<file path="src/tocs_pkg.sv">
// constants and types for transmitter output conditioning select
package tocs_pkg;
    // ----------------------------------------
    // geometry and register map
    // ----------------------------------------
    localparam int unsigned TOCS_LANES      = 4;
    localparam int unsigned TOCS_ADDR_W     = 8;
    localparam int unsigned TOCS_CLK_LANE   = 3;
    localparam logic [7:0]  ADDR_CTRL       = 8'h00;
    localparam logic [7:0]  ADDR_SLEW       = 8'h04;
    localparam logic [7:0]  ADDR_SWG14      = 8'h08;
    localparam logic [7:0]  ADDR_SWG20      = 8'h0C;
    localparam logic [7:0]  ADDR_LIN        = 8'h10;
    localparam logic [7:0]  ADDR_STAT       = 8'h14;
    localparam int unsigned CTRL_SNOOP_BIT  = 0;
    localparam int unsigned CTRL_SPLIT_BIT  = 1;
    localparam int unsigned CTRL_LINEAR_BIT = 2;
    localparam int unsigned CTRL_SWAP_BIT   = 3;
    localparam int unsigned CTRL_EMPH_LSB   = 4;
    localparam int unsigned SLEW_CLK_LSB    = 0;
    localparam int unsigned SLEW_LOW_LSB    = 4;
    localparam int unsigned SLEW_MID_LSB    = 8;
    localparam int unsigned SLEW_HIGH_LSB   = 12;
    localparam logic [31:0] CTRL_RESET      = 32'h0000_0001;
    localparam logic [31:0] SLEW_RESET      = 32'h0000_7320;
    localparam logic [31:0] SWG_RESET       = 32'h0000_8888;
    localparam logic [31:0] LIN_RESET       = 32'h0000_0003;
    localparam logic [31:0] CTRL_MASK       = 32'h0000_007F;
    localparam logic [31:0] SLEW_MASK       = 32'h0000_7777;
    localparam logic [31:0] SWG_MASK        = 32'h0000_FFFF;
    localparam logic [31:0] LIN_MASK        = 32'h0000_0003;
    // ----------------------------------------
    // snoop offsets and link codes
    // ----------------------------------------
    localparam logic [7:0]  SNOOP_OFS_RATIO = 8'h20;
    localparam int unsigned RATIO_BIT       = 1;
    localparam logic [7:0]  SNOOP_OFS_RATE  = 8'h31;
    localparam logic [3:0]  FRL_RATE_NONE   = 4'h0;
    localparam logic [3:0]  FRL_RATE_3G     = 4'h1;
    localparam logic [3:0]  FRL_RATE_6G_A   = 4'h2;
    localparam logic [3:0]  FRL_RATE_6G_B   = 4'h3;
    // ----------------------------------------
    // output codes
    // ----------------------------------------
    localparam logic [2:0]  EDGE_FIXED      = 3'h0;
    localparam logic [3:0]  SWING_DEFAULT   = 4'h8;
    localparam logic [3:0]  SWING_MINUS5    = 4'h7;
    localparam logic [3:0]  SWING_PLUS5     = 4'h9;
    localparam logic [3:0]  SWING_PLUS10    = 4'hA;
    localparam logic [1:0]  LIN_MAX         = 2'h3;

    typedef enum logic [1:0] {
        LVL_LOW   = 2'b00,
        LVL_RES   = 2'b01,
        LVL_FLOAT = 2'b10,
        LVL_HIGH  = 2'b11
    } tocs_level_t;

    typedef enum logic [1:0] {
        MODE_STRAP_FIXED = 2'b00,
        MODE_STRAP_FLEX  = 2'b01,
        MODE_STRAP_SPLIT = 2'b10,
        MODE_REGISTER    = 2'b11
    } tocs_mode_t;

    typedef enum logic [1:0] {
        GEN_14  = 2'b00,
        GEN_20  = 2'b01,
        GEN_FRL = 2'b10
    } tocs_gen_t;

    typedef enum logic [2:0] {
        EMPH_0DB = 3'b000,
        PRE_3P5  = 3'b001,
        PRE_6P0  = 3'b010,
        DE_2P5   = 3'b011,
        DE_3P5   = 3'b100,
        DE_3P7   = 3'b101,
        DE_4P6   = 3'b110
    } tocs_emph_t;

    typedef struct packed {
        tocs_mode_t                       op_mode;
        tocs_gen_t                        link_gen;
        logic                             snoop_active;
        logic                             edge_rate_en;
        logic [2:0]                       edge_rate_clk;
        logic [2:0]                       edge_rate_data;
        tocs_emph_t                       emph_data;
        tocs_emph_t                       emph_clk;
        logic [TOCS_LANES-1:0][3:0]       lane_swing;
        logic [1:0]                       lin_range;
        logic                             ref_clk_en;
        logic                             main_clk_en;
        logic                             clk_lane_data3;
    } tocs_cfg_t;

    typedef struct packed {
        tocs_level_t mode_lvl;
        tocs_level_t emph_lvl;
        tocs_level_t swing_lvl;
        logic        linear_pin;
        logic        swap_pin;
        logic        strap_done;
        logic        clk_ratio;
        logic [3:0]  frl_rate;
        logic [31:0] ctrl;
        logic [31:0] slew;
        logic [31:0] swg14;
        logic [31:0] swg20;
        logic [31:0] lin;
        logic        pready;
        logic        pslverr;
        logic [31:0] prdata;
        tocs_cfg_t   cfg;
    } tocs_state_t;
endpackage

</file>
<file path="src/tocs_select.sv">
// output conditioning selection with apb register slave
// How it works
// - strap mode keeps edge rate fixed
// - register mode takes edge rates from registers
// - edge rate only acts when limited driver
// - clock lane emphasis only in frl
// - emphasis only as limited driver
// - emphasis strap picks global data emphasis
// - frl de-emphasis from snooped equalizer level
// - register swing held per lane
// - separate swing registers for 1.4 and for 2.0/frl
// - swing strap adjusts default, clock lane rules
// - swing strap decode per generation
// - strap linear fixes range, ignores swing
// - register mode linearity range from register
// - split in 1.4/2.0 moves clock out
// - split in frl sends lane 3 on clock
// - split enabled by strap or register bit
// - lane swap forces split off
// - mode strap decodes four modes
// - snoop on in strap, register gated
// - snooped settings set link generation
// - power down returns generation to 1.4
// - float mode strap means register mode
//
// The address map and register access over APB were left to the implementer.
`timescale 1ns/1ns
module tocs_select #(
    parameter int unsigned LANES = 4
) (
    // clock and reset
    input  wire logic                            clk_sys,
    input  wire logic                            rst,
    // apb slave
    input  wire logic [tocs_pkg::TOCS_ADDR_W-1:0] paddr,
    input  wire logic                            psel,
    input  wire logic                            penable,
    input  wire logic                            pwrite,
    input  wire logic [31:0]                     pwdata,
    input  wire logic [3:0]                      pstrb,
    output logic      [31:0]                     prdata,
    output logic                                 pready,
    output logic                                 pslverr,
    // strap pins
    input  wire tocs_pkg::tocs_level_t           mode_strap,
    input  wire tocs_pkg::tocs_level_t           emphasis_strap,
    input  wire tocs_pkg::tocs_level_t           swing_strap,
    input  wire logic                            linear_strap,
    input  wire logic                            swap_strap,
    // display channel snoop
    input  wire logic                            snoop_wr,
    input  wire logic [7:0]                      snoop_offset,
    input  wire logic [7:0]                      snoop_data,
    input  wire logic [1:0]                      snooped_tx_equalizer_level,
    input  wire logic                            power_down,
    // conditioning outputs
    output tocs_pkg::tocs_cfg_t                  lane_cfg
);
    import tocs_pkg::*;

    tocs_state_t s_r;
    tocs_state_t s_nxt;

    // ----------------------------------------
    // elaboration check
    // ----------------------------------------
    if (LANES != TOCS_LANES) begin : g_bad_lanes
        $error("tocs_select serves exactly four lanes");
    end

    // ----------------------------------------
    // decode helpers
    // ----------------------------------------
    function automatic tocs_mode_t mode_decode(input tocs_level_t lvl);
        tocs_mode_t m;
        case (lvl)
            LVL_LOW:   m = MODE_STRAP_FIXED;
            LVL_HIGH:  m = MODE_STRAP_FLEX;
            LVL_RES:   m = MODE_STRAP_SPLIT;
            LVL_FLOAT: m = MODE_REGISTER;
            default:   m = MODE_REGISTER;
        endcase
        return m;
    endfunction

    function automatic logic [3:0] swing_decode(input tocs_level_t lvl, input tocs_gen_t g);
        logic [3:0] v;
        case (lvl)
            LVL_LOW:   v = (g == GEN_FRL) ? SWING_PLUS10 : SWING_DEFAULT;
            LVL_RES:   v = SWING_MINUS5;
            LVL_FLOAT: v = SWING_DEFAULT;
            LVL_HIGH:  v = (g == GEN_14) ? SWING_DEFAULT : SWING_PLUS5;
            default:   v = SWING_DEFAULT;
        endcase
        return v;
    endfunction

    function automatic tocs_emph_t emph_decode(input tocs_level_t lvl);
        tocs_emph_t e;
        case (lvl)
            LVL_LOW:   e = PRE_3P5;
            LVL_RES:   e = DE_2P5;
            LVL_FLOAT: e = EMPH_0DB;
            LVL_HIGH:  e = PRE_6P0;
            default:   e = EMPH_0DB;
        endcase
        return e;
    endfunction

    function automatic tocs_emph_t ffe_decode(input logic [1:0] lvl);
        tocs_emph_t e;
        case (lvl)
            2'h0:    e = DE_2P5;
            2'h1:    e = DE_3P5;
            2'h2:    e = DE_3P7;
            2'h3:    e = DE_4P6;
            default: e = DE_2P5;
        endcase
        return e;
    endfunction

    function automatic logic reg_hit(input logic [TOCS_ADDR_W-1:0] a);
        return (a == ADDR_CTRL) || (a == ADDR_SLEW) || (a == ADDR_SWG14) ||
               (a == ADDR_SWG20) || (a == ADDR_LIN) || (a == ADDR_STAT);
    endfunction

    function automatic logic [31:0] merge(input logic [31:0] old, input logic [31:0] wd,
                                          input logic [3:0] strb, input logic [31:0] mask);
        logic [31:0] bm;
        bm = {{8{strb[3]}}, {8{strb[2]}}, {8{strb[1]}}, {8{strb[0]}}};
        return ((old & ~bm) | (wd & bm)) & mask;
    endfunction

    // ----------------------------------------
    // next state
    // ----------------------------------------
    always_comb begin
        tocs_mode_t  mode;
        tocs_gen_t   gen;
        logic        reg_mode;
        logic        limited;
        logic        swap;
        logic        split;
        logic        snoop_on;
        logic [2:0]  data_edge;
        logic [31:0] swg;
        logic [3:0]  strap_swing;
        logic [31:0] rd;
        mode        = mode_decode(s_r.mode_lvl);
        reg_mode    = 1'b0;
        limited     = 1'b0;
        swap        = 1'b0;
        split       = 1'b0;
        snoop_on    = 1'b0;
        gen         = GEN_14;
        data_edge   = EDGE_FIXED;
        swg         = 32'h0000_0000;
        strap_swing = SWING_DEFAULT;
        rd          = 32'h0000_0000;
        s_nxt       = s_r;

        // strap capture on first cycle after reset
        if (!s_r.strap_done) begin
            s_nxt.mode_lvl   = mode_strap;
            s_nxt.emph_lvl   = emphasis_strap;
            s_nxt.swing_lvl  = swing_strap;
            s_nxt.linear_pin = linear_strap;
            s_nxt.swap_pin   = swap_strap;
            s_nxt.strap_done = 1'b1;
        end

        reg_mode = (mode == MODE_REGISTER);
        limited  = reg_mode ? ~s_r.ctrl[CTRL_LINEAR_BIT] : ~s_r.linear_pin;
        swap     = reg_mode ? s_r.ctrl[CTRL_SWAP_BIT] : s_r.swap_pin;
        split    = ((mode == MODE_STRAP_SPLIT) ||
                    (reg_mode && s_r.ctrl[CTRL_SPLIT_BIT])) && !swap;
        snoop_on = !reg_mode || s_r.ctrl[CTRL_SNOOP_BIT];
        if (s_r.frl_rate != FRL_RATE_NONE) begin
            gen = GEN_FRL;
        end else if (s_r.clk_ratio) begin
            gen = GEN_20;
        end else begin
            gen = GEN_14;
        end

        // apb read mux and handshake
        case (paddr)
            ADDR_CTRL:  rd = s_r.ctrl;
            ADDR_SLEW:  rd = s_r.slew;
            ADDR_SWG14: rd = s_r.swg14;
            ADDR_SWG20: rd = s_r.swg20;
            ADDR_LIN:   rd = s_r.lin;
            ADDR_STAT:  rd = {26'h000_0000, s_r.cfg.snoop_active, s_r.cfg.ref_clk_en,
                              s_r.cfg.op_mode, s_r.cfg.link_gen};
            default:    rd = 32'h0000_0000;
        endcase
        s_nxt.pready  = 1'b0;
        s_nxt.pslverr = 1'b0;
        if (psel && !penable && !s_r.pready) begin
            s_nxt.pready  = 1'b1;
            s_nxt.pslverr = !reg_hit(paddr);
            s_nxt.prdata  = pwrite ? 32'h0000_0000 : rd;
        end
        if (psel && penable && s_r.pready && pwrite) begin
            case (paddr)
                ADDR_CTRL:  s_nxt.ctrl  = merge(s_r.ctrl, pwdata, pstrb, CTRL_MASK);
                ADDR_SLEW:  s_nxt.slew  = merge(s_r.slew, pwdata, pstrb, SLEW_MASK);
                ADDR_SWG14: s_nxt.swg14 = merge(s_r.swg14, pwdata, pstrb, SWG_MASK);
                ADDR_SWG20: s_nxt.swg20 = merge(s_r.swg20, pwdata, pstrb, SWG_MASK);
                ADDR_LIN:   s_nxt.lin   = merge(s_r.lin, pwdata, pstrb, LIN_MASK);
                default:    s_nxt.ctrl  = s_r.ctrl;
            endcase
        end

        // snooped sink settings
        if (power_down) begin
            s_nxt.clk_ratio = 1'b0;
            s_nxt.frl_rate  = FRL_RATE_NONE;
        end else if (snoop_on && snoop_wr) begin
            if (snoop_offset == SNOOP_OFS_RATIO) begin
                s_nxt.clk_ratio = snoop_data[RATIO_BIT];
            end
            if (snoop_offset == SNOOP_OFS_RATE) begin
                s_nxt.frl_rate = snoop_data[3:0];
            end
        end

        // edge rate selection
        if (reg_mode) begin
            if (gen == GEN_14 || s_r.frl_rate == FRL_RATE_3G) begin
                data_edge = s_r.slew[SLEW_LOW_LSB +: 3];
            end else if (gen == GEN_20 || s_r.frl_rate == FRL_RATE_6G_A ||
                         s_r.frl_rate == FRL_RATE_6G_B) begin
                data_edge = s_r.slew[SLEW_MID_LSB +: 3];
            end else begin
                data_edge = s_r.slew[SLEW_HIGH_LSB +: 3];
            end
            s_nxt.cfg.edge_rate_data = data_edge;
            s_nxt.cfg.edge_rate_clk  = (gen == GEN_FRL) ? data_edge
                                                        : s_r.slew[SLEW_CLK_LSB +: 3];
        end else begin
            s_nxt.cfg.edge_rate_data = EDGE_FIXED;
            s_nxt.cfg.edge_rate_clk  = EDGE_FIXED;
        end
        s_nxt.cfg.edge_rate_en = limited;

        // emphasis selection
        if (!limited) begin
            s_nxt.cfg.emph_data = EMPH_0DB;
        end else if (gen == GEN_FRL) begin
            s_nxt.cfg.emph_data = ffe_decode(snooped_tx_equalizer_level);
        end else if (reg_mode) begin
            s_nxt.cfg.emph_data = tocs_emph_t'(s_r.ctrl[CTRL_EMPH_LSB +: 3]);
        end else begin
            s_nxt.cfg.emph_data = emph_decode(s_r.emph_lvl);
        end
        s_nxt.cfg.emph_clk = (gen == GEN_FRL) ? s_nxt.cfg.emph_data : EMPH_0DB;

        // swing and linearity selection
        swg         = (gen == GEN_14) ? s_r.swg14 : s_r.swg20;
        strap_swing = swing_decode(s_r.swing_lvl, gen);
        for (int i = 0; i < TOCS_LANES; i++) begin
            if (reg_mode) begin
                s_nxt.cfg.lane_swing[i] = swg[4*i +: 4];
            end else if (!limited) begin
                s_nxt.cfg.lane_swing[i] = SWING_DEFAULT;
            end else if (i == TOCS_CLK_LANE && gen == GEN_20) begin
                s_nxt.cfg.lane_swing[i] = SWING_DEFAULT;
            end else begin
                s_nxt.cfg.lane_swing[i] = strap_swing;
            end
        end
        s_nxt.cfg.lin_range = reg_mode ? s_r.lin[1:0] : LIN_MAX;

        // clock lane routing
        s_nxt.cfg.ref_clk_en     = split && (gen != GEN_FRL);
        s_nxt.cfg.main_clk_en    = !(split && (gen != GEN_FRL));
        s_nxt.cfg.clk_lane_data3 = split && (gen == GEN_FRL);
        s_nxt.cfg.op_mode        = mode;
        s_nxt.cfg.link_gen       = gen;
        s_nxt.cfg.snoop_active   = snoop_on;
    end

    // ----------------------------------------
    // state register
    // ----------------------------------------
    always_ff @(posedge clk_sys) begin
        if (rst) begin
            s_r <= '{mode_lvl: LVL_FLOAT, emph_lvl: LVL_FLOAT, swing_lvl: LVL_FLOAT,
                     linear_pin: 1'b0, swap_pin: 1'b0, strap_done: 1'b0,
                     clk_ratio: 1'b0, frl_rate: FRL_RATE_NONE, ctrl: CTRL_RESET,
                     slew: SLEW_RESET, swg14: SWG_RESET, swg20: SWG_RESET,
                     lin: LIN_RESET, pready: 1'b0, pslverr: 1'b0,
                     prdata: 32'h0000_0000,
                     cfg: '{op_mode: MODE_REGISTER, link_gen: GEN_14,
                            snoop_active: 1'b1, edge_rate_en: 1'b1,
                            edge_rate_clk: EDGE_FIXED, edge_rate_data: EDGE_FIXED,
                            emph_data: EMPH_0DB, emph_clk: EMPH_0DB,
                            lane_swing: {TOCS_LANES{SWING_DEFAULT}},
                            lin_range: LIN_MAX, ref_clk_en: 1'b0,
                            main_clk_en: 1'b1, clk_lane_data3: 1'b0}};
        end else begin
            s_r <= s_nxt;
        end
    end

    assign prdata   = s_r.prdata;
    assign pready   = s_r.pready;
    assign pslverr  = s_r.pslverr;
    assign lane_cfg = s_r.cfg;
endmodule

</file>
<file path="config.mk">
export PLATFORM = sky130hd
export DESIGN_NAME = tocs_select
export DESIGN_NICKNAME = d
export VERILOG_FILES = /design/src/tocs_pkg.sv /design/src/tocs_select.sv
export SDC_FILE = /design/constraint.sdc
export NUM_CORES = 1
export LEC_CHECK = 0
export BUFFER_PORTS_ARGS = -buffer_cell sky130_fd_sc_hd__buf_4
export CORE_ASPECT_RATIO = 1.4
export CORE_MARGIN = 5
export CORE_UTILIZATION = 30
export CTS_CLUSTER_DIAMETER = 80
export DETAILED_ROUTE_END_ITERATION = 10
export PLACE_DENSITY = 0.51
export SETUP_SLACK_MARGIN = 0.4
export SYNTH_ARGS = -nofsm -noshare
export SYNTH_HDL_FRONTEND = slang
export SYNTH_SLANG_ARGS = --single-unit
export TNS_END_PERCENT = 10
</file>
<file path="constraint.sdc">
create_clock -name clk_sys -period 2.41 [get_ports clk_sys]
set_input_delay 0.482 -clock clk_sys [delete_from_list [all_inputs] [get_ports clk_sys]]
set_output_delay 0.482 -clock clk_sys [all_outputs]
set_load 0.01 [all_outputs]
</file>
## Word-level counts from Yosys, hierarchy flattened

Index checks and enable logic that the tools add are counted.

- Reduce and logical (&&, ||, !) cells: 44
- Multiplexer cells: 27
- Bitwise logic cells: 17
- Equality and inequality tests: 27

Operators with widths:

| kind | count |
|---|---|
| case mux 16 bit (6 select lines) | 1 |
| AND 16 bit | 3 |
| 2-to-1 mux 34 bit | 1 |
| 2-to-1 mux 32 bit | 1 |
| bitwise OR 16 bit | 2 |
| 2-to-1 mux 4 bit | 7 |
| case mux 3 bit (4 select lines) | 2 |
| equality test 2 bit (second input constant) | 11 |
| 2-to-1 mux 3 bit | 6 |
| equality test 8 x 4 -> 1 bit (second input constant) | 2 |
| equality test 8 x 5 -> 1 bit (second input constant) | 2 |
| equality test 8 x 6 -> 1 bit (second input constant) | 2 |
| 2-to-1 mux 16 bit | 1 |
| NOT 16 bit | 1 |
| case mux 4 bit (4 select lines) | 1 |
| AND 15 bit | 1 |
| bitwise OR 15 bit | 1 |
| AND reduction 2 bit | 7 |
| equality test 2 x 1 -> 1 bit (second input constant) | 5 |
| logical AND 1 bit | 10 |
| logical NOT 2 bit | 5 |
| logical OR 1 bit | 10 |
| equality test 4 x 2 -> 1 bit (second input constant) | 2 |
| equality test 8 x 3 -> 1 bit (second input constant) | 1 |
| other kinds (14) | 30 |

- Flip-flop bits (word level): 140

## Longest topological paths before layout

- Word-level depth: 8
- Gate-level depth with buffers: 8

## Least setup slack after synthesis

Ideal clock, no wire load.

- Path kind: in2reg
- Start: input port paddr[4] in the netlist's numbering
- End: register (tool-made name)
- Cell stages on the path: 6
- Setup slack: 203 ps
- Setup time: 129 ps
- Data arrival time: 2,078 ps
- Path through: buf_2 -> or4b_1 -> buf_2 -> nor4_4 -> mux2i_1 -> nand2_1

RTL lines:

| what | RTL line | source |
|---|---|---|
| from (decl) | tocs_select.sv:35 | `input wire logic [tocs_pkg::TOCS_ADDR_W-1:0] paddr,` |

## Worst setup path after layout

- Start: register s_r[234] in the netlist's numbering
- End: register s_r, in the netlist lane_cfg[20]

- Word-level cells in the longest chain between the ends: 6
- Elaborated cells on any way between the ends: 8

RTL lines:

| what | RTL line | source |
|---|---|---|
| from (decl) | tocs_select.sv:61 | `tocs_state_t s_r;` |
| from (signal assigned) | tocs_select.sv:289 | `s_r <= '{mode_lvl: LVL_FLOAT, emph_lvl: LVL_FLOAT, swing_lvl: LVL_FLOAT,` |
| from (signal assigned) | tocs_select.sv:303 | `s_r <= s_nxt;` |
| nonzero test 4 bit * | tocs_select.sv:178 | `if (s_r.frl_rate != FRL_RATE_NONE) begin` |
| 2-to-1 mux 2 bit * | tocs_select.sv:178 |  |
| equality test 2 x 1 -> 1 bit | tocs_select.sv:267 | `end else if (i == TOCS_CLK_LANE && gen == GEN_20) begin` |
| 2-to-1 mux 4 bit | tocs_select.sv:267 |  |
| 2-to-1 mux 4 bit | tocs_select.sv:265 | `end else if (!limited) begin` |
| 2-to-1 mux 4 bit * | tocs_select.sv:263 | `if (reg_mode) begin` |

Every way passes the cells marked *; elsewhere a longest branch is shown, timed or not.
A chain may end at the register's enable or synchronous reset.

==> flow_metrics.env <==
export IMPL_synth_seq_area_share=0.421
export IMPL_tns_ns=0
export IMPL_fmax_ghz=0.500
export IMPL_global_route_met1_usage=0.182
export IMPL_outcome="complete, no violations"
export IMPL_drt_pass1_iterations=5
export IMPL_floorplan_rows=60
export IMPL_comb_power_share=0.070
export IMPL_maxCapViolations=0
export IMPL_synth_top_cells_by_area="dfxtp_1 (42%), mux2i_1 (9.7%), buf_4 (9.2%)"
export IMPL_endpoint_kind="flop"
export IMPL_vias=4862
export IMPL_die_area_mm2=0.0226
export IMPL_report_final_slew_viol_count=0
export IMPL_synth_fa_ha_area_frac=0.0127
export IMPL_grtUsageMet3=0.0341
export IMPL_number_of_enable_type_register_cells_in_the_synthesized_netlist=0
export IMPL_startpoint_type="flop"
export IMPL_number_of_buffers_created_by_cts=17
export IMPL_path_max_fanout=18
export IMPL_instances_no_fill=966
export IMPL_chipHeight_um=176
export IMPL_final_hold_violation_count=0
export IMPL_route_antenna_remaining_nets=0
export IMPL_worst_slew_pin_transition_ns=0.598
export IMPL_rsz_0062_raised_after_global_routing="true"
export IMPL_vdd_ir_drop_worst_mv=0.545
export IMPL_fin_nets=790
export IMPL_cts_tree="done"
export IMPL_die_width_um=128
export IMPL_wirelength_um=18200
export IMPL_synth_top_cell_area_share=0.421
export IMPL_grt_first_pass_wirelength_um=27700
export IMPL_cts_hold_buffers_added=0
export IMPL_clk_insertion_delay_late_ns=0.42
export IMPL_netSwitchingPower_mw=1.11
export IMPL_final_min_clock_period_ns=2.00
export IMPL_clock_sinks=124
export IMPL_fin_skew_ns=0.0115
export IMPL_synth_top_family_by_area="simple AND/OR/NAND/NOR gates"
export IMPL_synth_distinct_cells=52
export IMPL_mappedNetlistArea_mm2=0.00589
export IMPL_synth_area_mux_share=0.129
export IMPL_synth_most_common_cell="dfxtp_1"
export IMPL_first_global_vias=4926
export IMPL_n_antenna_cell=0
export IMPL_async_s_r_ff_share_synth=0
export IMPL_core_region_area_mm2=0.0193
export IMPL_root_buffer="clkbuf_16"
export IMPL_cells_after_synthesis=646
export IMPL_dpl_worst_slack_ns=0.0857
export IMPL_drtIter0Drc=339
export IMPL_syn_avg_cell_area_um2=9.12
export IMPL_cellInternalPower_mw=3.72
export IMPL_grt_met2_usage=0.287
export IMPL_n_fill_cell=1960
export IMPL_post_synthesis_share_of_cell_area_spent_on_xor_and_xnor_gates=0
export IMPL_report_final_setup_viol=0
export IMPL_globalRouteTotalUtil=0.161
export IMPL_multi_input_comb_area_mm2=0.00274
export IMPL_synth_ff_latch_count=124
export IMPL_post_dp_hpwl_um=13700
export IMPL_static_leakage_power_nw=2.93
export IMPL_p_per_area_mw_per_mm2=670
export IMPL_critPathKind="flop to flop"
export IMPL_place_port_buffers=111
export IMPL_design_portCount=150
export IMPL_detail_route_vias_per_cell=5.03
export IMPL_starting_utilization_of_the_core_area=0.306
export IMPL_post_synth_and_or_nand_nor_area_fraction=0.165
export IMPL_global_route_overflow_total=0
export IMPL_ff_latch_area_mm2=0.00248
export IMPL_drive_gt1_frac=0.272
export IMPL_drc=0
export IMPL_clk_path_buf_depth=2
export IMPL_worst_setup_hold_path_clk_slew_ns=0.05
export IMPL_slew_limit_headroom=0.598
export IMPL_synth_top_cells_by_count="dfxtp_1 (124), buf_4 (72), nor2_1 (68)"
export IMPL_gp_routability_congestion=0.842
export IMPL_pwr_share_seq=0.433
export IMPL_synth_warnings=0
export IMPL_synth_compound_area_share=0.145
export IMPL_place_inst=936
export IMPL_area_growth_pct=22.2
export IMPL_pin_count_of_the_biggest_net_entering_global_routing=41
export IMPL_initial_antenna_violation_count=0
export IMPL_pwr_share_clk=0.497
export IMPL_cts_htree_levels=4
export IMPL_worst_ep_arrival_time_ns=2.27
export IMPL_sw_frac_of_total=0.229
export IMPL_avg_wl_per_cell_um=18.9
export IMPL_synth_ff_type="dfxtp_1"
export IMPL_worst_endpoint_required_ns=2.68
export IMPL_hold_path_class="input port to flop"
export IMPL_min_period_over_period=0.830
export IMPL_gr_max_usage_layer="met2"
export IMPL_synthDominantAreaCellType="dfxtp_1"
export IMPL_setup_ws_ns=0.409
==> metrics by stage <==
step                      utilization  area, µm²  hold WS (ns)  power (mW)
final                           0.373       7200         0.284        4.83
after floorplan                     -       5970         0.428        2.33
after global routing            0.373       7200         0.282        4.99
after global placement          0.344       6640         0.450        2.47
after CTS                       0.373       7190         0.273        4.87
after detailed placement        0.344       6640         0.447        2.47
==> final timing paths <==
check                         start                 endpoint  slack, ns  depth (start not counted)
max           s_r[234]$_SDFFE_PP0P_  lane_cfg[20]$_SDFF_PP1_       0.41                          5
min                   mode_strap[1]    s_r[246]$_SDFFE_PP1N_       0.28                          3
max reg2reg   s_r[234]$_SDFFE_PP0P_  lane_cfg[20]$_SDFF_PP1_       0.41                          5
min reg2reg  prdata[1]$_SDFFE_PP0P_   prdata[1]$_SDFFE_PP0P_       0.45                          2
==> final cells by class <==
type                    instances  area share
clock buffers                  23      0.0678
clock inverters                 7     0.00904
inverters                      10     0.00521
multi-input cells             412       0.380
flip-flops and latches        124       0.345
well taps                     248      0.0431
repair buffers                142       0.150
==> worst max-delay path: stages, from the launching register on <==
cell and delay (ns):
dfxtp_1 0.40, or4_1 0.61, nor2_4 0.13, buf_12 0.19, mux2i_1 0.33, a21oi_1 0.18
==> cells by family after synthesis <==
kind of cell	Yosys count
flip-flops	124
AO/OA/AOI/OAI	131
multiplexers	73
AND/OR/NAND/NOR	186
other	1
adder cells (fa/ha/maj)	6
buffers and inverters	125
==> power by group through the flow <==
stage	Sequential (mW)	Combinational, mW	Clock, mW
6_report	2.09	0.339	2.40
5_1_grt	2.09	0.369	2.53
4_1_cts	2.09	0.339	2.44
3_5_place_dp	2.13	0.337	0
3_3_place_gp	2.13	0.333	0
2_1_floorplan	2.13	0.203	0
==> timing repair <==
action | CTS | global route
resized for setup | 1 | 1
pin swaps | 0 | 0
buffers inserted | 0 | 0
setup endpoints to repair | 1 | 10
==> routing by layer <==
| layer | wire, µm | part of all wire |
|---|---|---|
| met2 | 9460 | 0.52 |
| met4 | 511 | 0.028 |
| met3 | 948 | 0.052 |
| met1 | 7290 | 0.40 |
| met5 | 0 | 0 |
==> placed cells by master (no fill, tap or decap), types with 16 or more instances in the layout <==
master,instances
conb_1,16
nand3_1,31
dfxtp_1,124
clkbuf_16,17
nor2_1,68
mux2i_1,57
buf_4,141
o21ai_0,22
a21oi_1,32
(Power assumes the default switching activity.)
